--- src/hdl/pir_pkg.sv ---
/*
 * Package for the shared interrupt request router: register map, field
 * layouts, reset values, mode encoding and the carrier structs.
 * Assumes a 32-bit classic Wishbone slave port and one 100 MHz clock.
 */
package pir_pkg;

    // geometry
    localparam int PIR_LINES = 8;
    localparam int PIR_IRQS = 24;
    localparam int PIR_LEGACY_IRQS = 16;
    localparam int PIR_ADV_BASE = 16;
    localparam int PIR_SEL_W = 4;
    localparam int PIR_SLOTS = 2;
    localparam int PIR_ONBOARD = 2;

    // register byte offsets
    localparam logic [7:0] PIR_OFF_CTRL = 8'h00;
    localparam logic [7:0] PIR_OFF_STEER = 8'h04;
    localparam logic [7:0] PIR_OFF_LINES = 8'h08;
    localparam logic [7:0] PIR_OFF_IRQS = 8'h0C;

    // control register fields
    localparam int PIR_CTRL_MODE_BIT = 0;

    // reset values
    localparam logic [31:0] PIR_STEER_RST = 32'h0000_0000;

    // steering value zero means the line is not routed in legacy mode
    localparam logic [PIR_SEL_W-1:0] PIR_SEL_NONE = 4'h0;

    // legacy irq numbers that a shared line may select
    localparam logic [15:0] PIR_LEGACY_ALLOWED = 16'hDEF8;

    // irq numbers held by fixed system resources
    localparam int PIR_IRQ_TIMER = 0;
    localparam int PIR_IRQ_KEYBOARD = 1;
    localparam int PIR_IRQ_CASCADE = 2;
    localparam int PIR_IRQ_RTC = 8;

    // shared line indices
    localparam int PIR_LINE_A = 0;
    localparam int PIR_LINE_B = 1;
    localparam int PIR_LINE_C = 2;
    localparam int PIR_LINE_D = 3;
    localparam int PIR_LINE_E = 4;
    localparam int PIR_LINE_F = 5;
    localparam int PIR_LINE_G = 6;
    localparam int PIR_LINE_H = 7;

    // interrupt controller modes
    typedef enum logic {
        PIR_LEGACY_CONTROLLER_MODE = 1'b0,
        PIR_ADVANCED_CONTROLLER_MODE = 1'b1
    } pir_mode_t;

    // four active-low pins of one pci agent
    typedef struct packed {
        logic int_d_n;
        logic int_c_n;
        logic int_b_n;
        logic int_a_n;
    } pir_pins_t;

    // wishbone request from the master
    typedef struct packed {
        logic cyc;
        logic stb;
        logic we;
        logic [3:0] sel;
        logic [7:0] adr;
        logic [31:0] dat;
    } pir_wb_req_t;

endpackage

--- src/hdl/pir_router.sv ---
/*
 * Shared interrupt request router: gathers slot and onboard pci interrupt
 * pins onto eight shared request lines and steers them to system irqs.
 * Also holds the helper modules it uses: a two-stage synchroniser, the
 * per-line legacy steering decoder and the outward level register.
 * Assumes pins come from outside the clock domain, a classic Wishbone
 * master on the register port and a downstream controller taking levels.
 * clk_en low freezes every flop, synchroniser stages included, so a pin
 * that changes while frozen is seen only after the enable returns.
 * Lines A to C have no source on this board; they stay low but keep their
 * places so the advanced map of lines onto irqs stays one-to-one.
 */
// Implementation choices: the address map and the Wishbone interface to the registers.
// Overview of operation
// - There are exactly eight shared request lines, A to H, that carry every pci source.
// - Legacy controller mode offers only irq numbers 0 to 15.
// - Advanced controller mode offers twenty-four irq inputs, 0 to 23.
// - Irqs 16 to 23 are driven only in advanced mode and stay quiet in legacy mode.
// - In advanced mode lines A to H drive irqs 16 to 23 in order.
// - In legacy mode each line is steered to one of irqs 3-7, 9-12, 14 or 15.
// - In legacy mode several lines may select one irq and are then merged.
// - Sources wired onto one line form one request; any asserting source raises it.
// - Slot 1 pins A-D go to lines F,G,H,E and slot 2 pins A-D to lines G,F,E,H.
// - Onboard ethernet drives line E and onboard 1394 controller drives line D.
// - Irqs 0, 1, 2 and 8 are reserved and never driven by the router.
module pir_router
    import pir_pkg::*;
(
    // clock, reset, enable
    input wire logic core_clk,
    input wire logic nrst,
    input wire logic clk_en,
    // pci interrupt pins, active low
    input wire pir_pins_t slot_pins [PIR_SLOTS],
    input wire logic enet_int_a_n,
    input wire logic fw_int_a_n,
    // classic wishbone slave
    input wire pir_wb_req_t wb_req,
    output logic [31:0] wb_dat_o,
    output logic wb_ack_o,
    // to the interrupt controller, active high levels
    output logic [PIR_IRQS-1:0] irq_out,
    output logic [PIR_LINES-1:0] shared_req_lines
);

    // synchroniser stages for all raw pins
    localparam int RAW_W = 4 * PIR_SLOTS + PIR_ONBOARD;

    // bit positions of each pin in the raw vector: slot 1, slot 2, onboard
    localparam int RAW_S1_A = 0;
    localparam int RAW_S1_B = 1;
    localparam int RAW_S1_C = 2;
    localparam int RAW_S1_D = 3;
    localparam int RAW_S2_A = 4;
    localparam int RAW_S2_B = 5;
    localparam int RAW_S2_C = 6;
    localparam int RAW_S2_D = 7;
    localparam int RAW_ENET = 8;
    localparam int RAW_FW = 9;

    logic [RAW_W-1:0] raw_n;
    logic [RAW_W-1:0] sync2_n;
    logic [PIR_LINES-1:0] next_lines;
    logic [PIR_IRQS-1:0] next_adv_irq;
    logic [PIR_IRQS-1:0] next_leg_irq;
    logic [PIR_LEGACY_IRQS-1:0] leg_or;
    logic [PIR_LEGACY_IRQS-1:0] leg_mask [PIR_LINES];
    logic [PIR_IRQS-1:0] next_irq;
    pir_mode_t ctrl_mode;
    logic [PIR_SEL_W-1:0] steer [PIR_LINES];
    logic [31:0] next_rdata;
    logic wb_hit;
    // helper strobes of the register port
    logic ctrl_wr;
    logic steer_wr;
    logic rd_take;

    // the raw vector keeps the order of the positions above
    assign raw_n = {fw_int_a_n, enet_int_a_n, slot_pins[1], slot_pins[0]};

    // asynchronous level pins pass two flops, reset to the idle high level
    pir_sync2 #(
        .W(RAW_W),
        .IDLE({RAW_W{1'b1}})
    ) pin_sync (
        .core_clk(core_clk),
        .nrst(nrst),
        .clk_en(clk_en),
        .d(raw_n),
        .q(sync2_n)
    );

    // wired sharing of the synchronised pins
    always_comb begin
        // active high levels from the active low pins
        // lines A to C have no source and stay low
        next_lines = '0;
        next_lines[PIR_LINE_F] = ~sync2_n[RAW_S1_A] | ~sync2_n[RAW_S2_B];
        next_lines[PIR_LINE_G] = ~sync2_n[RAW_S1_B] | ~sync2_n[RAW_S2_A];
        next_lines[PIR_LINE_H] = ~sync2_n[RAW_S1_C] | ~sync2_n[RAW_S2_D];
        next_lines[PIR_LINE_E] = ~sync2_n[RAW_S1_D] | ~sync2_n[RAW_S2_C] | ~sync2_n[RAW_ENET];
        next_lines[PIR_LINE_D] = ~sync2_n[RAW_FW];
    end

    // steerable legacy irq
    // one decoder per line; lines that pick the same code just share a bit
    for (genvar g = 0; g < PIR_LINES; g++) begin : g_steer
        pir_steer_dec #(
            .SEL_W(PIR_SEL_W),
            .N_IRQ(PIR_LEGACY_IRQS),
            .ALLOWED(PIR_LEGACY_ALLOWED)
        ) dec (
            .sel(steer[g]),
            .mask(leg_mask[g])
        );
    end

    // advanced mode: fixed map of the lines onto the upper eight irqs
    always_comb begin
        next_adv_irq = '0;
        for (int i = 0; i < PIR_LINES; i++) begin
            next_adv_irq[PIR_ADV_BASE + i] = shared_req_lines[i];
        end
    end

    // legacy mode: or of every asserted line that steers onto an irq
    always_comb begin
        leg_or = '0;
        for (int i = 0; i < PIR_LINES; i++) begin
            if (shared_req_lines[i]) begin
                leg_or = leg_or | leg_mask[i];
            end
        end
    end

    assign next_leg_irq = {{(PIR_IRQS - PIR_LEGACY_IRQS){1'b0}}, leg_or};

    // mode select; reserved numbers are forced quiet whichever mode runs
    always_comb begin
        if (ctrl_mode == PIR_ADVANCED_CONTROLLER_MODE) begin
            next_irq = next_adv_irq;
        end else begin
            next_irq = next_leg_irq;
        end
        next_irq[PIR_IRQ_TIMER] = 1'b0;
        next_irq[PIR_IRQ_KEYBOARD] = 1'b0;
        next_irq[PIR_IRQ_CASCADE] = 1'b0;
        next_irq[PIR_IRQ_RTC] = 1'b0;
    end

    pir_level_reg #(
        .W(PIR_LINES)
    ) line_reg (
        .core_clk(core_clk),
        .nrst(nrst),
        .clk_en(clk_en),
        .d(next_lines),
        .q(shared_req_lines)
    );

    // registered irq outputs lag the lines by one cycle
    // high irqs advanced only
    pir_level_reg #(
        .W(PIR_IRQS)
    ) irq_reg (
        .core_clk(core_clk),
        .nrst(nrst),
        .clk_en(clk_en),
        .d(next_irq),
        .q(irq_out)
    );

    // a request is taken in the cycle ack is low, so ack is one cycle wide;
    // a master that keeps stb up after ack is simply served a second time
    assign wb_hit = clk_en && wb_req.cyc && wb_req.stb && !wb_ack_o;

    // byte lane 0 carries the mode bit; other lanes of the control word are ignored
    assign ctrl_wr = wb_hit && wb_req.we && wb_req.sel[0] && wb_req.adr == PIR_OFF_CTRL;
    // steering writes are gated per nibble by the lanes further down
    assign steer_wr = wb_hit && wb_req.we && wb_req.adr == PIR_OFF_STEER;
    // read data is captured only when a read is taken, so it holds until the next
    assign rd_take = wb_hit && !wb_req.we;

    // ack follows a taken request by one edge
    always_ff @(posedge core_clk) begin
        if (!nrst) begin
            wb_ack_o <= 1'b0;
        end else if (clk_en) begin
            wb_ack_o <= wb_hit;
        end
    end

    // control register: mode bit in byte lane 0
    // a write with lane 0 off leaves the mode alone
    always_ff @(posedge core_clk) begin
        if (!nrst) begin
            ctrl_mode <= PIR_LEGACY_CONTROLLER_MODE;
        end else if (ctrl_wr) begin
            ctrl_mode <= pir_mode_t'(wb_req.dat[PIR_CTRL_MODE_BIT]);
        end
    end

    // steering register: one nibble per line, a nibble outside the allowed
    // set is stored as written but routes nowhere, which keeps reads honest
    always_ff @(posedge core_clk) begin
        if (!nrst) begin
            for (int i = 0; i < PIR_LINES; i++) begin
                steer[i] <= PIR_STEER_RST[i*PIR_SEL_W +: PIR_SEL_W];
            end
        end else if (steer_wr) begin
            for (int i = 0; i < PIR_LINES; i++) begin
                if (wb_req.sel[i/2]) begin
                    steer[i] <= wb_req.dat[i*PIR_SEL_W +: PIR_SEL_W];
                end
            end
        end
    end

    // read mux; unmapped offsets read zero and still acknowledge
    // reads have no side effect, so a repeated read is harmless
    always_comb begin
        next_rdata = '0;
        unique case (wb_req.adr)
            PIR_OFF_CTRL: next_rdata[PIR_CTRL_MODE_BIT] = ctrl_mode;
            PIR_OFF_STEER: begin
                for (int i = 0; i < PIR_LINES; i++) begin
                    next_rdata[i*PIR_SEL_W +: PIR_SEL_W] = steer[i];
                end
            end
            PIR_OFF_LINES: next_rdata[PIR_LINES-1:0] = shared_req_lines;
            PIR_OFF_IRQS: next_rdata[PIR_IRQS-1:0] = irq_out;
            default: next_rdata = '0;
        endcase
    end

    // read data register, held between reads
    always_ff @(posedge core_clk) begin
        if (!nrst) begin
            wb_dat_o <= '0;
        end else if (rd_take) begin
            wb_dat_o <= next_rdata;
        end
    end

endmodule

// two-stage level synchroniser; the first stage is read by the second alone,
// so a metastable sample never reaches the sharing logic
module pir_sync2 #(
    parameter int W = 1,
    parameter logic [W-1:0] IDLE = '0
) (
    // clock, reset, enable
    input wire logic core_clk,
    input wire logic nrst,
    input wire logic clk_en,
    // raw levels in, settled levels out
    input wire logic [W-1:0] d,
    output logic [W-1:0] q
);

    logic [W-1:0] meta;

    // first stage; reset to idle so no false request shows after reset
    always_ff @(posedge core_clk) begin
        if (!nrst) begin
            meta <= IDLE;
        end else if (clk_en) begin
            meta <= d;
        end
    end

    // second stage, the only reader of the first
    always_ff @(posedge core_clk) begin
        if (!nrst) begin
            q <= IDLE;
        end else if (clk_en) begin
            q <= meta;
        end
    end

endmodule

// decodes one steering code into a one-hot mask of legacy irqs; the unrouted
// code zero and every code outside the allowed set give an empty mask, so a
// stray write can never reach a reserved number
module pir_steer_dec
    import pir_pkg::*;
#(
    parameter int SEL_W = PIR_SEL_W,
    parameter int N_IRQ = PIR_LEGACY_IRQS,
    parameter logic [N_IRQ-1:0] ALLOWED = PIR_LEGACY_ALLOWED
) (
    // steering code of one shared line
    input wire logic [SEL_W-1:0] sel,
    // one-hot legacy irq mask, empty when unrouted
    output logic [N_IRQ-1:0] mask
);

    always_comb begin
        mask = '0;
        for (int q = 0; q < N_IRQ; q++) begin
            if (sel == SEL_W'(q)) begin
                mask[q] = ALLOWED[q];
            end
        end
    end

endmodule

// plain register with synchronous reset to zero and a hold while disabled;
// both outward level stages use it so they freeze and clear alike, and
// every request output comes straight from its flops
module pir_level_reg #(
    parameter int W = 1
) (
    // clock, reset, enable
    input wire logic core_clk,
    input wire logic nrst,
    input wire logic clk_en,
    // next value in, registered value out
    input wire logic [W-1:0] d,
    output logic [W-1:0] q
);

    // zero after reset is the quiet level of every request output
    always_ff @(posedge core_clk) begin
        if (!nrst) begin
            q <= '0;
        end else if (clk_en) begin
            q <= d;
        end
    end

endmodule

--- config.mk ---
export PLATFORM = sky130hd
export DESIGN_NAME = pir_router
export DESIGN_NICKNAME = d
export VERILOG_FILES = /design/src/hdl/pir_pkg.sv /design/src/hdl/pir_router.sv
export SDC_FILE = /design/constraint.sdc
export NUM_CORES = 1
export LEC_CHECK = 0
export ABC_AREA = 1
export BUFFER_PORTS_ARGS = -buffer_cell sky130_fd_sc_hd__buf_2
export CORE_UTILIZATION = 45
export CTS_BUF_LIST = sky130_fd_sc_hd__clkbuf_8
export DETAILED_ROUTE_END_ITERATION = 16
export PLACE_DENSITY = 0.78
export SETUP_SLACK_MARGIN = 0.2
export SKIP_LAST_GASP = 1
export SLEW_MARGIN = 20
export SYNTH_ARGS = -nofsm -noshare
export SYNTH_HDL_FRONTEND = slang
export SYNTH_SLANG_ARGS = --single-unit
--- constraint.sdc ---
create_clock -name core_clk -period 2 [get_ports core_clk]
set_input_delay 0 -clock core_clk [delete_from_list [all_inputs] [get_ports core_clk]]
set_output_delay 0 -clock core_clk [all_outputs]
set_load 0.005 [all_outputs]
Yosys cells after proc, flatten, opt, wreduce, memory -nomap -nowiden
Memory sizes are Yosys's and may differ from the RTL's.
Index checks and enable logic that the tools add are counted.
- bitwise logic cells: 27
- muxes and demuxes: 90
- reduce and logical (&&, ||, !) cells: 11
- eq/ne operators: 58
- operator list (cell ; number):
    $eq A4 B4 Y1 const B ; 30
    $eq A4 B3 Y1 const B ; 20
    $mux W16 ; 5
    $mux W1 ; 72
    $or A16 B16 Y16 ; 4
    $mux W4 ; 8
    $pmux W16 S2 ; 1
    $mux W24 ; 1
    $pmux W7 S3 ; 1
    $eq A4 B2 Y1 const B ; 5
    $eq A8 B4 Y1 const B ; 2
    $or A1 B1 Y1 ; 13
    $not A1 Y1 ; 10
    $eq A8 B3 Y1 const B ; 1
    $logic_and A1 B1 Y1 ; 8
    $logic_not A8 Y1 ; 1
    $mux W8 ; 1
    $logic_not A1 Y1 ; 2
    $pmux W1 S2 ; 1
- word-level logic and storage cells: 194
- register bits: 79
- output and inout port bits: 65
- bits in writable memories: 32
- input port bits: 60
- memories: 1
- memory list (memory ; depth ; width ; rd ports ; clocked after Yosys merged registers in ; wr ports ; line ; source):
    steer ; 8 ; 4 ; 8 ; 0 ; 8 ; pir_router.sv:70 ; logic [PIR_SEL_W-1:0] steer [PIR_LINES];

Logic depth before layout (Yosys ltp)
An unclocked memory read counts as a cell.
- depth after elaboration: 13
- depth in mapped cells: 9
- gate-level depth less buffers: 9

Hierarchy
Synthesis repeated with hierarchy kept, for this count alone.
- cell total of the unflattened synthesis: 1016
- area, all modules: 6685.2 um2
- by module, submodules not included (module ; instances ; cells an instance ; sequential area each (um2) ; area each (um2)):
    pir_router ; 1 ; 495 ; 1641.6 ; 3604.7
    pir_steer_dec ; 8 ; 29 ; 0.0 ; 130.1
    pir_level_reg at irq_reg ; 1 ; 151 ; 480.5 ; 980.9
    pir_sync2 ; 1 ; 87 ; 400.4 ; 701.9
    pir_level_reg at line_reg ; 1 ; 51 ; 160.2 ; 356.6

Worst setup path after synthesis
Ideal clock, no wire load.
- path kind: flip-flop to flip-flop
- start point: register wb_ack_o
- end point: memory steer[0][0], enable pin
- path buffers: 0
- period minus slack after synthesis: 1.798 ns
- data required time: 1.616 ns
- setup time: 0.384 ns
- arrival time: 1.414 ns
- cell stages (with the launch flop): 6
- setup slack: 0.202 ns
- cell sequence: dfxtp_1 > inv_1 > nand4_1 > nor2_1 > nand2_1 > o21ai_0
- RTL lines (item ; line ; source):
    from (decl) ; pir_router.sv:40 ; output logic wb_ack_o,
    from (signal assigned) ; pir_router.sv:189 ; wb_ack_o <= wb_hit;
    to (decl) ; pir_router.sv:70 ;

==> results.md <==
Status:
- The run finished with clean final reports.

Placed design:
- The post-placement worst setup slack is roughly 0.29 ns.
- The number of buffer cells added on primary ports is about 110.
- Routability-driven placement finished with a final weighted congestion of 0.9739.
- The placed instances occupy a cell area of around 0.0057 mm².
- The HPWL after detailed placement is slightly below 10 mm.

Timing:
- The hold violation count in the final report came to 0.
- Static timing analysis puts the maximum clock frequency at 601.5 MHz.
- The worst clock skew on the final layout is approximately 0.015 ns.
- The final setup violation count is 0.
- The time the final worst path needs with I/O delays and setup is approximately 1.7 ns.
- Setup repair after global routing left no endpoint under its margin.
- Headroom to the max-slew limit came out at between 60 and 70%.
- Once routing completed, OpenROAD measured the worst setup slack at ~0.34 ns.
- The final number of max-transition violations is 0.
- For the pin with the worst max-slew slack, the measured transition is roughly 0.57 ns.
- After routing, the total negative slack on setup checks comes to 0 ns.
- The fraction of the cycle the final worst path needs is slightly above 80%.

Layout:
- The summed area of non-filler cells in the final layout is between 0.006 and 0.007 mm².
- The area used by sequential logic in the layout is between 0.002 and 0.0025 mm².
- The filler cells instantiated in the layout total between 1000 and 1500.
- The share of layout cells above drive strength 1 is a little under a fifth.
- The total number of nets in the final design is slightly above 900.
- The footprint of the multi-input gates is between 0.002 and 0.0025 mm².
- Relative to the synthesized area, the layout overhead comes to 25.85%.

Setup path:
- The cell that appears most often on the critical path is nand2_1.
- The largest single stage delay on the critical path is between 0.3 and 0.4 ns.
- The slowest stage cell on the critical path is nor3_4.
- The critical path required time is 2.06 ns.
- Walking the worst path, the cells encountered are inv_1 > nand4_1 > nor3_4 > nand2_1 > nand2_1.
- The flop-to-flop setup slack is 0.34 ns.
- The arrival time reported for the critical path endpoint is around 1.7 ns.
- The beginning of the worst register-to-register path is wb_ack_o.
- STA classifies the critical path endpoint as a register.
- The worst setup path is of the register to register kind.
- The worst setup path is launched from a register.
- Along the worst path, the maximum fanout reaches 8.
- Tracing the worst setup path back leads to its startpoint at wb_ack_o.

Global routing:
- The via count of the first global-routing pass was 4359.
- For this run, the total global-route usage over all layers was measured as roughly a quarter.
- The initial antenna violation count was 1.
- Entering global routing, the biggest net connects 37 pins.
- The total overflow left after global routing is 0.
- The first global-routing pass estimated between 20 and 25 mm of wire.

Routing:
- The routed layout has approximately 5000 vias.
- For this run, design rule violations remaining after detail routing come to 0.
- The final routed wire length divided by cell count is roughly 14 µm.
- After the first detailed-routing iteration, the DRC count stood at 394.
- The final wirelength is ~13 mm.
- The count of nets left with antenna violations once routing finished came out at 0.
- The routed via count divided by cell count is 4.940.
- The number of detailed-route iterations in the first pass is 5.

Logic synthesis:
- The post-synthesis cell type with the largest combined area is dfxtp_1.
- The total standard cell area after synthesis is 0.005062 mm².
- Summing the areas of all compound-gate instances in the mapped netlist gives 8.403% of the synthesized area.
- The synthesized netlist devotes 0% of its cell area to adder and majority cells.
- Of the total synthesized cell area, the portion taken by AND, OR, NAND and NOR gates is between 30% and 40%.
- By area the synthesized netlist is led by dfxtp_1, edfxtp_1, nand2_1.
- Summing the areas of all xor and xnor instances in the mapped netlist gives 0% of the synthesized area.
- The share of the synthesized area in the top cell type is between 20% and 30%.
- The dominant combinational cell family by area after synthesis is simple AND/OR/NAND/NOR gates.
- The count of unique library cells instantiated by Yosys is 26.
- The number of synthesized flops with an enable pin is 32.
- In the post-synthesis netlist, the cell with the most instances is nand2_1.
- By count the netlist is led by nand2_1, nor2_1, nand3_1.
- Multiplexer cells account for 0% of the synthesized area.
- The sequential element share of the synthesized area is between 40% and 50%.
- After synthesis, the mean cell area works out to about 7.2 µm².
- Counting flops and latches in the post-synthesis netlist gives about 110.
- The count of mapped cells out of synthesis is about 700.
- The share of synthesized registers carrying an async set or reset is 0%.
- The number of synthesis warnings is 0.
- The dominant synthesized flop cell is dfxtp_1.

Power and ir drop:
- The leakage power figure is approximately 3 nW.
- In this run the power density over the cells is between 600 and 700 mW/mm².
- The part of the total power dissipated in combinational logic is between 10% and 20%.
- The clock network is responsible for approximately a third of the overall power.
- The switching fraction of total power is about a quarter.
- Cell internal power was estimated by the tool at slightly above 3 mW.
- Across the VDD grid, the largest voltage drop is approximately 0.00038 V.
- Per report_power, the sequential group accounts for 56.8% of the total.
- In this run the power spent charging and discharging nets is 1.122 mW.

CTS:
- In this run, CTS created clock tree buffers numbering 9.
- The clock slew at the register clock pins of the worst setup and hold paths is 0.10 ns.
- The number of levels in the clock H-tree is 3.
- The maximum count of clock buffers along a single path is 2.
- TritonCTS built the clock tree.
- The insertion delay of the later-clocked pin in the worst-skew pair is approximately 0.38 ns.
- The cell at the root of the clock tree is clkbuf_8.
- The count of clock tree sinks is 107.

Min path:
- The worst hold path class is primary input to register.
- The startpoint of the worst hold path is wb_req[40].

Floorplan:
- In this run the count of I/O pins placed on the die edge is roughly 130.
- The die extent in x is ~110 µm.
- The floorplan step defined a core boundary enclosing 0.01089 mm².
- Once the floorplan was initialized, standard cells occupied approximately 46% of the core.
- In this run the core area contains 38 standard-cell rows.
- The floorplan step defined a die boundary enclosing between 0.01 and 0.015 mm².
- In this run the vertical extent of the chip is roughly 110 µm.

Job:
- Max-cap violations in this run came to 0.
-- per-layer routing --
layer,part of all wire (%),global-route usage [%],wire length (µm)
met1,43,31.12,5854
met5,0,0,0
met3,7.0,4.581,941
met4,1.5,8.806,205
met2,48,38.76,6456
-- placed cells by master, fill, tap and decap left out, types with 2 or more instances in the layout --
cell	instances
nand3_1	90
edfxtp_1	32
nand3_4	3
inv_8	2
nor2_2	3
nand2_1	177
nor3_1	2
inv_1	76
a21oi_1	44
dfxtp_1	75
o21ai_0	28
nand2_2	2
a31oi_1	3
nor2_1	101
nand4_1	5
conb_1	11
buf_2	113
buf_4	16
inv_6	2
clkbuf_8	9
o21a_1	5
dlygate4sd3_1	43
-- final timing paths --
check | endpoint | cells past startpoint
worst min-delay path | ctrl_mode | 4
worst max register to register | steer[1][5] | 5
worst min register to register | line_reg.q[3] | 1
worst max-delay path | steer[1][5] | 5
-- cell type report --
| type | count | area share, % |
|---|---|---|
| clock inverter | 7 | 1.296 |
| clock buffer | 9 | 1.944 |
| tap | 140 | 2.749 |
| timing repair buffer | 172 | 17.52 |
| inverter | 77 | 4.537 |
| antenna | 1 | 0.03928 |
| sequential | 107 | 38.65 |
| multi-input combinational | 478 | 33.27 |
-- registers in the layout, indices dropped and copies added (netlist names) --
name,flops
irq_reg.q,16
pin_sync.meta,10
wb_ack_o,1
steer,32
wb_dat_o,32
line_reg.q,5
pin_sync.q,10
ctrl_mode,1
-- per-stage QoR --
| stage | instances | power, mW | utilization, % | hold WS, ns |
|---|---|---|---|---|
| 3_3_place_gp | 930 | 2.800 | 52.55 | 0.2110 |
| 6_report | 991 | 4.229 | 58.52 | 0.03419 |
| 4_1_cts | 989 | 4.232 | 58.40 | 0.02625 |
| 3_5_place_dp | 930 | 2.806 | 52.55 | 0.2162 |
| 2_1_floorplan | 709 | 2.653 | - | 0.1263 |
| 5_1_grt | 991 | 4.411 | 58.52 | 0.05607 |
-- kinds of logic after synthesis --
family,after synthesis
and+or+nand+nor,386
buffers and inverters,124
DFF,107
AOI/OAI and AO/OA,81
other,1
-- power groups by stage --
stage	Sequential [mW]	Combinational (mW)	Clock, mW
detailed placement	2.45	0.357	0
finish	2.40	0.428	1.40
CTS	2.40	0.421	1.41
floorplan	2.41	0.244	0
global route	2.41	0.481	1.52
global placement	2.45	0.352	0
-- critical path, delay by kind of cell (launching register included) --
family	cells	cell delay, ns
buf+inv	1	0.07
flops	1	0.34
simple gates	4	0.93
-- timing repair --
action                                 4_1_cts  5_1_grt
setup endpoints to repair                    0       16
buffers inserted                             0        1
endpoints found under the hold margin       46        0
hold buffers                                43        0
resized for setup                            0        1
Note: power is estimated with default switching activity, not from simulation.
